==> src/core/angle_status_defs.svh <==
// Purpose: Offsets, field positions, reset values and limits of the status register bank.
// Assumes: 16-bit register words addressed by the byte address of their upper byte.
// Notes: Included by the register bank only; the package does not include it.
`ifndef ANGLE_STATUS_DEFS_SVH
`define ANGLE_STATUS_DEFS_SVH

// ************************************************************
// Register offsets
// ************************************************************
`define OFS_PLL_ANGLE 8'h20
`define OFS_STATUS 8'h22
`define OFS_FAULT 8'h24
`define OFS_CAUTION 8'h26
`define OFS_TEMP 8'h28
`define OFS_MAGNET 8'h2A
`define OFS_TURNS 8'h2C
`define OFS_CTRL 8'h1E

// ************************************************************
// Field positions
// ************************************************************
`define BIT_PARITY 12
`define BIT_UV_SUMMARY 13
`define BIT_FAULT_SUMMARY 14
`define BIT_TURNS_SRC 13
`define BIT_CLR_FAULT 8
`define BIT_CLR_CAUTION 9
`define BIT_CLR_STATUS 10
`define BIT_RESET_FLAG 0
`define BIT_ANALOG_UV 2
`define BIT_DIGITAL_UV 3
`define BIT_CAUTION_SUM 11
`define BIT_OVERRUN 2
`define BIT_TEMP_LIMIT 6
`define BIT_CRC_BAD 10
`define BIT_FORMAT_BAD 11
`define CAUTION_USED_MASK 12'hDFF

// ************************************************************
// Reset values
// ************************************************************
`define RST_FAULT 11'h001
`define RST_CAUTION 12'h000
`define RST_TURNS_SRC 1'h1

// ************************************************************
// Temperature limits, 1/8 degree steps relative to 25 degrees
// ************************************************************
`define TEMP_LO_CODE 16'hFD58
`define TEMP_HI_CODE 16'h04D8

`endif

==> src/core/angle_status_pkg.sv <==
// Purpose: Types shared by the status register bank.
// Assumes: Constants live in angle_status_defs.svh.
// Notes: Holds types only.
package angle_status_pkg;
   typedef logic [15:0] word_t;
   typedef logic [11:0] field12_t;
   typedef enum logic [1:0] {
      ACC_IDLE,
      ACC_READ,
      ACC_WRITE
   } access_e;
endpackage

==> src/core/angle_status_bank.sv <==
// Purpose: Read-side status, fault, caution and measurement words of the angle sensor.
// Assumes: All inputs synchronous to clk; event inputs are one-cycle pulses or levels.
// Notes: One access per cycle; a read answers one cycle later on reg_rdata_q.
// Functional notes
// - Angle word bits 11:0 carry the unsigned PLL angle, 360/4096 degrees per count.
// - Bit 12 of parity words makes the 16-bit word hold an odd count of ones.
// - Angle bit 13 is real-time OR of masked analog and digital undervoltage.
// - Angle bit 14 is set when any unmasked fault or caution bit is set.
// - Status bits 0..3: PLL locked, boot running, hall test running, logic test running.
// - Status bit 4 sets only once EEPROM loaded and startup tests complete.
// - Status bit 5 clears on special action trigger, sets when it completes.
// - Status bit 6 speed blocks low power, bit 7 direction, bits 9:8 die index.
// - Fault bits latch until read then cleared; bit 0 sets on power-on or hard reset.
// - Undervoltage fault bits set again at once while the condition persists.
// - Fault bits 1,4,5,7: weak field, oscillator, uncorrectable EEPROM, lock lost.
// - Fault bits 6,8,9,10: zero-cross timeout, quadrature, averaging, self-test failure.
// - Fault bit 11 shows any unmasked caution bit, forced 0 by its mask.
// - Caution bit 0 sets on turns overflow beyond 256 rotations, any resolution.
// - Caution bit 2 sets when an extended access starts while one is busy.
// - Caution bits 3,1,4,5,8: turns delta, strong field, clipping, corrected EEPROM, slew.
// - Caution bit 6 sets outside -60..180 degrees; temperature saturates there.
// - Caution bit 7 sets when an extended-write command fails.
// - Bad packets discarded; CRC sets caution bit 10, format errors set bit 11.
// - Temperature word is signed 12-bit, 1/8 degree units relative to 25 degrees.
// - Turns word bits 11:0 hold the signed turns count.
// - Turns word bit 13 selects turns source: 1 PLL angle, 0 crossing detector.
// - Fault clear removes only bits returned by a previous read of the fault word.
// - Caution clear removes only bits returned by a previous read of the caution word.
`timescale 1ns/1ns
`include "angle_status_defs.svh"

module angle_status_bank #(
   parameter int ADDR_W = 8
) (
   input wire logic clk,
   input wire logic srst,
   // Register access
   input wire logic reg_rd,
   input wire logic reg_wr,
   input wire logic [ADDR_W-1:0] reg_addr,
   input wire logic [15:0] reg_wdata,
   output logic [15:0] reg_rdata_q,
   output logic reg_rvalid_q,
   // Measurements
   input wire logic [11:0] pll_angle,
   input wire logic [15:0] temp_raw,
   input wire logic [11:0] magnet_gauss,
   input wire logic [11:0] turns_count,
   // Undervoltage and masks
   input wire logic analog_undervolt,
   input wire logic digital_undervolt,
   input wire logic analog_undervolt_mask,
   input wire logic digital_undervolt_mask,
   input wire logic [11:0] fault_mask,
   input wire logic [11:0] caution_mask,
   // Status levels and events
   input wire logic pll_locked_ok,
   input wire logic boot_running,
   input wire logic hall_selftest_running,
   input wire logic logic_selftest_running,
   input wire logic boot_complete_evt,
   input wire logic special_trigger,
   input wire logic special_complete,
   input wire logic lowpower_blocked,
   input wire logic spin_direction,
   input wire logic [1:0] die_index,
   // Fault events
   input wire logic hard_reset_evt,
   input wire logic magnet_weak_fault,
   input wire logic osc_freq_fault,
   input wire logic eeprom_uncorrectable,
   input wire logic zero_cross_timeout,
   input wire logic lock_lost,
   input wire logic quadrature_integrity_fault,
   input wire logic averaging_fault,
   input wire logic selftest_fail,
   // Caution events
   input wire logic turns_overflow,
   input wire logic magnet_strong_fault,
   input wire logic ext_write_go,
   input wire logic ext_read_go,
   input wire logic ext_access_busy,
   input wire logic turns_delta_warning,
   input wire logic clipping_flag,
   input wire logic eeprom_corrected,
   input wire logic ext_command_fail,
   input wire logic slew_limit_warning,
   input wire logic frame_crc_bad,
   input wire logic frame_format_error,
   // Outputs to the datapath and link
   output logic turns_source_select_q,
   output logic packet_discard_q,
   output logic [11:0] temp_saturated_q
);

   // ************************************************************
   // Helpers
   // ************************************************************
   // Fills bit 12 so the whole word has odd weight
   function automatic angle_status_pkg::word_t with_parity(input angle_status_pkg::word_t w);
      angle_status_pkg::word_t r;
      r = w;
      r[`BIT_PARITY] = 1'b0;
      r[`BIT_PARITY] = ~(^r);
      return r;
   endfunction

   function automatic logic addr_is(input logic [ADDR_W-1:0] a, input logic [7:0] ofs);
      return a == ADDR_W'(ofs);
   endfunction

   // ************************************************************
   // Access decode
   // ************************************************************
   angle_status_pkg::access_e acc;
   wire logic hit_angle;
   wire logic hit_status;
   wire logic hit_fault;
   wire logic hit_caution;
   wire logic hit_temp;
   wire logic hit_magnet;
   wire logic hit_turns;
   wire logic hit_ctrl;
   wire logic rd_fault;
   wire logic rd_caution;
   wire logic wr_turns;
   wire logic clr_fault;
   wire logic clr_caution;
   wire logic clr_status;

   // A read wins when both strobes arrive together
   assign acc = reg_rd ? angle_status_pkg::ACC_READ :
                reg_wr ? angle_status_pkg::ACC_WRITE : angle_status_pkg::ACC_IDLE;
   assign hit_angle = addr_is(reg_addr, `OFS_PLL_ANGLE);
   assign hit_status = addr_is(reg_addr, `OFS_STATUS);
   assign hit_fault = addr_is(reg_addr, `OFS_FAULT);
   assign hit_caution = addr_is(reg_addr, `OFS_CAUTION);
   assign hit_temp = addr_is(reg_addr, `OFS_TEMP);
   assign hit_magnet = addr_is(reg_addr, `OFS_MAGNET);
   assign hit_turns = addr_is(reg_addr, `OFS_TURNS);
   assign hit_ctrl = addr_is(reg_addr, `OFS_CTRL);
   assign rd_fault = (acc == angle_status_pkg::ACC_READ) && hit_fault;
   assign rd_caution = (acc == angle_status_pkg::ACC_READ) && hit_caution;
   assign wr_turns = (acc == angle_status_pkg::ACC_WRITE) && hit_turns;
   assign clr_fault = (acc == angle_status_pkg::ACC_WRITE) && hit_ctrl && reg_wdata[`BIT_CLR_FAULT];
   assign clr_caution = (acc == angle_status_pkg::ACC_WRITE) && hit_ctrl && reg_wdata[`BIT_CLR_CAUTION];
   assign clr_status = (acc == angle_status_pkg::ACC_WRITE) && hit_ctrl && reg_wdata[`BIT_CLR_STATUS];

   // ************************************************************
   // State
   // ************************************************************
   logic [10:0] fault_q;
   logic [10:0] fault_d;
   logic [10:0] fault_seen_q;
   logic [10:0] fault_seen_d;
   logic [11:0] caution_q;
   logic [11:0] caution_d;
   logic [11:0] caution_seen_q;
   logic [11:0] caution_seen_d;
   logic boot_done_q;
   logic boot_done_d;
   logic maint_done_q;
   logic maint_done_d;
   logic turns_src_d;
   logic [15:0] rdata_d;
   logic [11:0] temp_sat_d;

   // ************************************************************
   // Temperature saturation
   // ************************************************************
   wire logic temp_low;
   wire logic temp_high;

   assign temp_low = $signed(temp_raw) < $signed(`TEMP_LO_CODE);
   assign temp_high = $signed(temp_raw) > $signed(`TEMP_HI_CODE);
   assign temp_sat_d = temp_low ? 12'(`TEMP_LO_CODE) :
                       temp_high ? 12'(`TEMP_HI_CODE) : temp_raw[11:0];

   // ************************************************************
   // Event vectors
   // ************************************************************
   wire logic [10:0] fault_evt;
   wire logic [11:0] caution_evt;
   wire logic overrun;

   // Level inputs such as undervoltage re-set the bit every cycle they stay high
   assign fault_evt = {selftest_fail, averaging_fault, quadrature_integrity_fault,
                       lock_lost, zero_cross_timeout, eeprom_uncorrectable,
                       osc_freq_fault, digital_undervolt, analog_undervolt,
                       magnet_weak_fault, hard_reset_evt};
   assign overrun = (ext_write_go || ext_read_go) && ext_access_busy;
   assign caution_evt = {frame_format_error, frame_crc_bad, 1'b0,
                         slew_limit_warning, ext_command_fail, temp_low || temp_high,
                         eeprom_corrected, clipping_flag, turns_delta_warning,
                         overrun, magnet_strong_fault, turns_overflow};

   // ************************************************************
   // Latch, snapshot and clear
   // ************************************************************
   // Clearing only the snapshot keeps a fault that arrived after the read visible
   assign fault_d = (fault_q & ~(clr_fault ? fault_seen_q : 11'h000)) | fault_evt;
   assign caution_d = ((caution_q & ~(clr_caution ? caution_seen_q : 12'h000)) | caution_evt)
                      & `CAUTION_USED_MASK;
   assign fault_seen_d = rd_fault ? fault_q : (clr_fault ? 11'h000 : fault_seen_q);
   assign caution_seen_d = rd_caution ? caution_q : (clr_caution ? 12'h000 : caution_seen_q);

   // Set wins over the clear for both done flags
   assign boot_done_d = boot_complete_evt || (boot_done_q && !clr_status);
   assign maint_done_d = special_complete || (maint_done_q && !special_trigger && !clr_status);
   assign turns_src_d = wr_turns ? reg_wdata[`BIT_TURNS_SRC] : turns_source_select_q;

   // ************************************************************
   // Summaries and words
   // ************************************************************
   wire logic uv_summary;
   wire logic caution_summary;
   wire logic [11:0] fault_word12;
   wire logic fault_summary;
   angle_status_pkg::word_t angle_word;
   angle_status_pkg::word_t status_word;
   angle_status_pkg::word_t fault_word;
   angle_status_pkg::word_t caution_word;
   angle_status_pkg::word_t temp_word;
   angle_status_pkg::word_t magnet_word;
   angle_status_pkg::word_t turns_word;

   assign uv_summary = (analog_undervolt && !analog_undervolt_mask) ||
                       (digital_undervolt && !digital_undervolt_mask);
   assign caution_summary = (|(caution_q & ~caution_mask)) && !fault_mask[`BIT_CAUTION_SUM];
   assign fault_word12 = {caution_summary, fault_q};
   assign fault_summary = (|(fault_word12 & ~fault_mask)) || (|(caution_q & ~caution_mask));

   assign angle_word = with_parity({1'b0, fault_summary, uv_summary, 1'b0, pll_angle});
   assign status_word = {6'h00, die_index, spin_direction, lowpower_blocked,
                         maint_done_q, boot_done_q, logic_selftest_running,
                         hall_selftest_running, boot_running, pll_locked_ok};
   assign fault_word = {4'h0, fault_word12};
   assign caution_word = {4'h0, caution_q};
   assign temp_word = {4'h0, temp_saturated_q};
   assign magnet_word = {4'h0, magnet_gauss};
   assign turns_word = with_parity({2'b00, turns_source_select_q, 1'b0, turns_count});

   // ************************************************************
   // Read mux
   // ************************************************************
   always_comb begin
      rdata_d = 16'h0000;
      if (acc == angle_status_pkg::ACC_READ) begin
         if (hit_angle) begin
            rdata_d = angle_word;
         end else if (hit_status) begin
            rdata_d = status_word;
         end else if (hit_fault) begin
            rdata_d = fault_word;
         end else if (hit_caution) begin
            rdata_d = caution_word;
         end else if (hit_temp) begin
            rdata_d = temp_word;
         end else if (hit_magnet) begin
            rdata_d = magnet_word;
         end else if (hit_turns) begin
            rdata_d = turns_word;
         end
      end
   end

   // ************************************************************
   // Flip-flops
   // ************************************************************
   always_ff @(posedge clk) begin
      if (srst) begin
         fault_q <= `RST_FAULT;
         caution_q <= `RST_CAUTION;
         fault_seen_q <= 11'h000;
         caution_seen_q <= 12'h000;
      end else begin
         fault_q <= fault_d;
         caution_q <= caution_d;
         fault_seen_q <= fault_seen_d;
         caution_seen_q <= caution_seen_d;
      end
   end

   always_ff @(posedge clk) begin
      if (srst) begin
         boot_done_q <= 1'b0;
         maint_done_q <= 1'b0;
         turns_source_select_q <= `RST_TURNS_SRC;
         temp_saturated_q <= 12'h000;
      end else begin
         boot_done_q <= boot_done_d;
         maint_done_q <= maint_done_d;
         turns_source_select_q <= turns_src_d;
         temp_saturated_q <= temp_sat_d;
      end
   end

   always_ff @(posedge clk) begin
      if (srst) begin
         reg_rdata_q <= 16'h0000;
         reg_rvalid_q <= 1'b0;
         packet_discard_q <= 1'b0;
      end else begin
         reg_rdata_q <= rdata_d;
         reg_rvalid_q <= acc == angle_status_pkg::ACC_READ;
         packet_discard_q <= frame_crc_bad || frame_format_error;
      end
   end

endmodule

==> config.mk <==
export PLATFORM = sky130hd
export DESIGN_NAME = angle_status_bank
export DESIGN_NICKNAME = d
export VERILOG_FILES = /design/src/core/angle_status_pkg.sv /design/src/core/angle_status_bank.sv
export VERILOG_INCLUDE_DIRS = /design/src /design/src/core
export SDC_FILE = /design/constraint.sdc
export NUM_CORES = 1
export LEC_CHECK = 0
export ABC_AREA = 1
export BUFFER_PORTS_ARGS = -buffer_cell sky130_fd_sc_hd__clkbuf_2
export CAP_MARGIN = 5
export CORE_MARGIN = 2
export CORE_UTILIZATION = 44
export CTS_CLUSTER_SIZE = 40
export DETAILED_ROUTE_END_ITERATION = 7
export PLACE_DENSITY = 0.84
export SKIP_LAST_GASP = 1
export SYNTH_ARGS = -nofsm -noshare
export SYNTH_HDL_FRONTEND = slang
export SYNTH_SLANG_ARGS = --single-unit
export TNS_END_PERCENT = 10
==> constraint.sdc <==
create_clock -name clk -period 1.1 [get_ports clk]
set_input_delay 0.11 -clock clk [delete_from_list [all_inputs] [get_ports clk]]
set_output_delay 0.11 -clock clk [all_outputs]
set_load 0.02 [all_outputs]
# After elaboration in Yosys (flattened, before gate mapping)
# Cells that the tools add are included.
# word_totals
register_bits	79
latch_bits	0
ram_bits	0
rom_bits	0
output_inout_bits	31
word_cells	93
mem_count	0
# op_classes
add_sub_neg	0
mul	0
n_div	0
order_cmp	2
eq_ne	10
n_shift	0
mux	17
bitwise	13
n_reduce_logical	36
# ops
op	count
two-way mux 14 bit	6
two-way mux 12 bit	5
== test 8 x 6 -> 1 bit, second input constant	7
AND 12 bit	3
inverter 12 bit	3
two-way mux 11 bit	3
parity 16 bit	2
OR reduction 12 bit	2
> comparator 16 x 12 -> 1 bit, second input constant	1
less-than comparator 16 x 11 -> 1 bit, second input constant	1
two-way mux 15 bit	1
logical AND 1 bit	14
bitwise OR 12 bit	1
AND 11 bit	1
inverter 11 bit	1
bitwise OR 11 bit	1
== test 8 x 5 -> 1 bit, second input constant	1
OR reduction 8 bit	1
logical OR 1 bit	7
logical NOT 1 bit	5
two-way mux 2 bit	2
nonzero test 2 bit	2
OR reduction 2 bit	2
inverter 1 bit	3
other kinds (3)	3

# Longest topological paths before layout
# logic_depth
depth_word	10
mapped_depth	13
mapped_depth_nobuf	13

# Worst setup path before layout
# No wires, ideal clock.
# synth_timing
kind	register to register
startpoint	register turns_source_select_q
endpoint	register reg_rdata_q[12]
setup_ns	0.113
t_arrival_ns	1.196
path_slack_ns	-0.209
stages_incl_launch_ff	9
n_path_buf	0
synth_period_minus_slack_ns	1.309
cell_sequence	dfxtp_1 -> xnor2_1 -> or2_2 -> nand2_1 -> nand2_1 -> nand2_1 -> nand3_1 -> nand3_1 -> nand2_1
# synth_between
elab_chain_len	9
# synth_rtl
element	line_no	text
start, declared	angle_status_bank.sv:91	output logic turns_source_select_q,
start signal, assigned	angle_status_bank.sv:288	turns_source_select_q <= `RST_TURNS_SRC;
start signal, assigned	angle_status_bank.sv:293	turns_source_select_q <= turns_src_d;
parity 16 bit	angle_status_bank.sv:104	r[`BIT_PARITY] = ~(^r);
inverter 1 bit	angle_status_bank.sv:104	
two-way mux 14 bit	angle_status_bank.sv:261	end else if (hit_turns) begin
two-way mux 14 bit	angle_status_bank.sv:259	end else if (hit_magnet) begin
two-way mux 14 bit	angle_status_bank.sv:257	end else if (hit_temp) begin
two-way mux 14 bit	angle_status_bank.sv:255	end else if (hit_caution) begin
two-way mux 14 bit	angle_status_bank.sv:253	end else if (hit_fault) begin
two-way mux 14 bit	angle_status_bank.sv:251	end else if (hit_status) begin
two-way mux 15 bit	angle_status_bank.sv:249	if (hit_angle) begin
end signal, assigned	angle_status_bank.sv:304	reg_rdata_q <= rdata_d;
end, declared	angle_status_bank.sv:42	output logic [15:0] reg_rdata_q,
# No other way between the ends.
# A chain may end at the register's enable or synchronous reset.

# Worst setup path after layout
# layout_timing
startpoint	register caution_q[10]
endpoint	register reg_rdata_q[11]
# layout_between
elab_chain_len	6
# layout_rtl
element	line_no	text
start, declared	angle_status_bank.sv:156	logic [11:0] caution_q;
start signal, assigned	angle_status_bank.sv:273	caution_q <= `RST_CAUTION;
start signal, assigned	angle_status_bank.sv:278	caution_q <= caution_d;
AND 12 bit	angle_status_bank.sv:229	assign caution_summary = (|(caution_q & ~caution_mask)) && !fault_mask[`BIT_CAUTION_SUM];
OR reduction 12 bit	angle_status_bank.sv:229	
logical AND 1 bit	angle_status_bank.sv:229	
two-way mux 14 bit	angle_status_bank.sv:253	
two-way mux 14 bit	angle_status_bank.sv:251	
two-way mux 15 bit	angle_status_bank.sv:249	
# No other way between the ends.

==> results.toml <==
[synthesis]
synthTopCellsByCount = "nand2_1, inv_1, dfxtp_1"
synth_top_family_by_area = "simple AND/OR/NAND/NOR gates"
synth_fp_nets = 798
synth_area_um2 = 4244
ys_ff_latch = 76
synth_edf_count = 0
synth.area.top_cells = "dfxtp_1, nand2_1, inv_1, nand3_1, nor2_1"
yosysMostFrequentCell = "nand2_1"
syn_avg_cell_area_um2 = 6.450
yosys_warnings = 0
synth_fa_ha_area_share_pct = 0
post-synth-top-area-fraction_pct = 35.85
async_reset_ff_share_pct = 0
yosys.area.top_type = "dfxtp_1"
synth_compound_area_share_pct = 11.85
synth-simple-area-share_pct = 37.59
synth_xor_xnor_area_share_pct = 3.096
syn_inst = 658
synthMuxAreaShare_pct = 0
synth-main-ff-cell = "dfxtp_1"
yosysUniqueCellTypes = 41
ys_seq_area_share_pct = 35.85

[die]
die-area_um2 = 10450
coreArea_um2 = 9284
initial_core_util_pct = 45.71
num_rows = 35
die_h_um = 102.2
fp.dieW_um = 102.2
io_pins = 171

[detailed_routing]
finalWirelength_um = 13800
met3_length_um = 989
drc_errors = 0
wire_per_inst_um = 13.20
dr.max_layer_used = "met4"
postRouteAntennaNets = 0
vias_per_cell = 4.889
wl_met2_um = 6544
dr.pass1.iters = 5
dr_total_vias = 5109
drt_iter0_drc = 314
m1WireLength_um = 5773

[cts]
cts.htree.levels = 3
ctsRootBufferMaster = "clkbuf_8"
cts_setup_buffers = 0
cts_tree = "done"
cts.sinks = 76
clk_latency_ps = 360
clk_pin_slew_ps = 80
tritoncts.num_buffers = 9
clock_path_buffers = 2

[hold_path]
hold_class = "in2reg"

[cells_and_area]
fin_util_pct = 67.48
fin_cells = 1045
seqCellArea_um2 = 1533
fillers = 804
multiInputGateArea_um2 = 2277
syn_to_final_growth_pct = 47.61
layout.nets = 1053
drive_gt1_share_pct = 32.31
antenna_cells = 0

[grt]
grt_pass1_vias = 4894
grt_max_degree = 18
grt_pass1_wl_um = 22460
gr-usage-all-layers_pct = 27.58
antenna_found_initial = 0
grt_overflow = 0

[power]
leakagePower_nw = 3.275
power_density_nw_per_um2 = 1017
irDropWorstVdd_mv = 0.9036

[placed_design]
gp_congestion = 0.8760
dpl.hpwl_um = 10930
placedCellCount = 1004
numPortBuffers = 156

[sta]
setup_ws_ps = -131.1
finalSetupViolCount = 5
max_freq_mhz = 812.3
finalMaxSlewViolations = 0
grt_setup_unrepaired = "yes"
hold_viol = 0
tns_ps = -327.2
fin_crit_sh_pct = 111.9
skew_ps = 13.36
layout_min_cycle_time_ps = 1231

[worst_setup_path]
path_max_fanout = 2
required_ps = 1350
worstSetupStartpointType = "flop"
critPathKind = "reg2reg"
endpoint_kind = "flop"
cp.arrival_ps = 1480

[outcome]
violations = "negative setup slack"
outcome = "finished, violations left"

[flow_run]
max_cap_viol_count = 0
==> per-layer routing <==
layer / global-route usage, % / up-vias
met5: 0 / -
met4: 10.67 / 0
met3: 5.677 / 33
met2: 47.12 / 220
met1: 34.18 / 2276
li1: - / 2580
==> power by group <==
group	leakage [nW]	internal [mW]	total, mW	switching, mW
registers	0.624	2.84	2.89	0.0496
clock network	0.103	1.16	2.20	1.05
logic	2.55	0.614	1.28	0.666
==> final timing paths <==
| check | slack (ps) | startpoint | cells after the start | to |
|---|---|---|---|---|
| worst max-delay path | -130 | caution_q[10] | 9 | reg_rdata_q[11] |
| worst min-delay path | 2 | special_complete | 3 | maint_done_q |
| worst max register to register | -130 | caution_q[10] | 9 | reg_rdata_q[11] |
| worst min register to register | 460 | caution_seen_q[10] | 2 | caution_seen_q[10] |
==> repair_timing <==
| item | 4_1_cts | 5_1_grt |
|---|---|---|
| pin swaps | 13 | 5 |
| hold buffers | 27 | 0 |
| hold endpoints to repair | 28 | 0 |
| resized for setup | 15 | 7 |
| endpoints found under the setup margin | 4 | 24 |
==> state kept, by name, indices dropped and copies added, names as in the netlist <==
register               flops
boot_done_q                1
caution_q                 11
caution_seen_q            11
fault_q                   11
fault_seen_q              11
maint_done_q               1
packet_discard_q           1
reg_rdata_q               15
reg_rvalid_q               1
temp_saturated_q          12
turns_source_select_q      1
==> critical path, cell delays in order, from the launching register on <==
cell and delay [ps]:
dfxtp_2 320, inv_2 40, nor2_1 40, nor3_2 180, nand3_2 160, buf_6 150, inv_2 40, o21ai_2 50
nand3_2 100, nand2_1 60
==> logic make-up after synthesis <==
logic type      count (synthesis)
compound gates                 88
other cells                     1
buf+inv                       115
xor+xnor                       15
flops                          76
simple gates                  363
==> through the flow <==
stage	instance area [um2]	hold WS [ps]	setup slack [ps]	power [mW]
detailed placement	5752	325.8	-322.6	4.112
floorplan	4258	198.4	-39.54	3.492
global placement	5752	307.5	-319.9	4.087
CTS	6243	0.2805	-166.3	6.366
global route	6265	4.251	-217.2	6.656
finish	6265	1.888	-131.1	6.373
==> area by class of cell <==
cell class | instances | area share (%)
repair buffers | 263 | 27.62
well taps | 129 | 2.576
inverters | 96 | 5.832
flip-flops and latches | 76 | 24.47
clock buffers | 10 | 2.377
multi-input cells | 467 | 36.35
clock inverters | 4 | 0.7789
==> cells in the final DEF (no fill, tap or decap), types with 2 or more instances in the layout <==
cell           instances
inv_1                 85
dfxtp_2                6
buf_12                 6
o21ai_1                6
nand2_2                3
buf_4                 73
nand4_1                5
nor3_1                 3
o22ai_1                4
dlygate4sd3_1         27
clkinv_4               2
or2_0                  2
nand2_1              198
inv_2                  9
clkbuf_8               9
nor2_1                72
xnor2_1               10
nor2_2                 4
nand3b_1               3
xor2_1                 4
a21oi_1               42
nand3_2                5
nor2_4                 8
o32ai_1                9
clkbuf_2             156
clkinv_2               2
o21ai_0               20
nand3_1               54
dfxtp_1               69
Power figures use the tool's default switching activity.
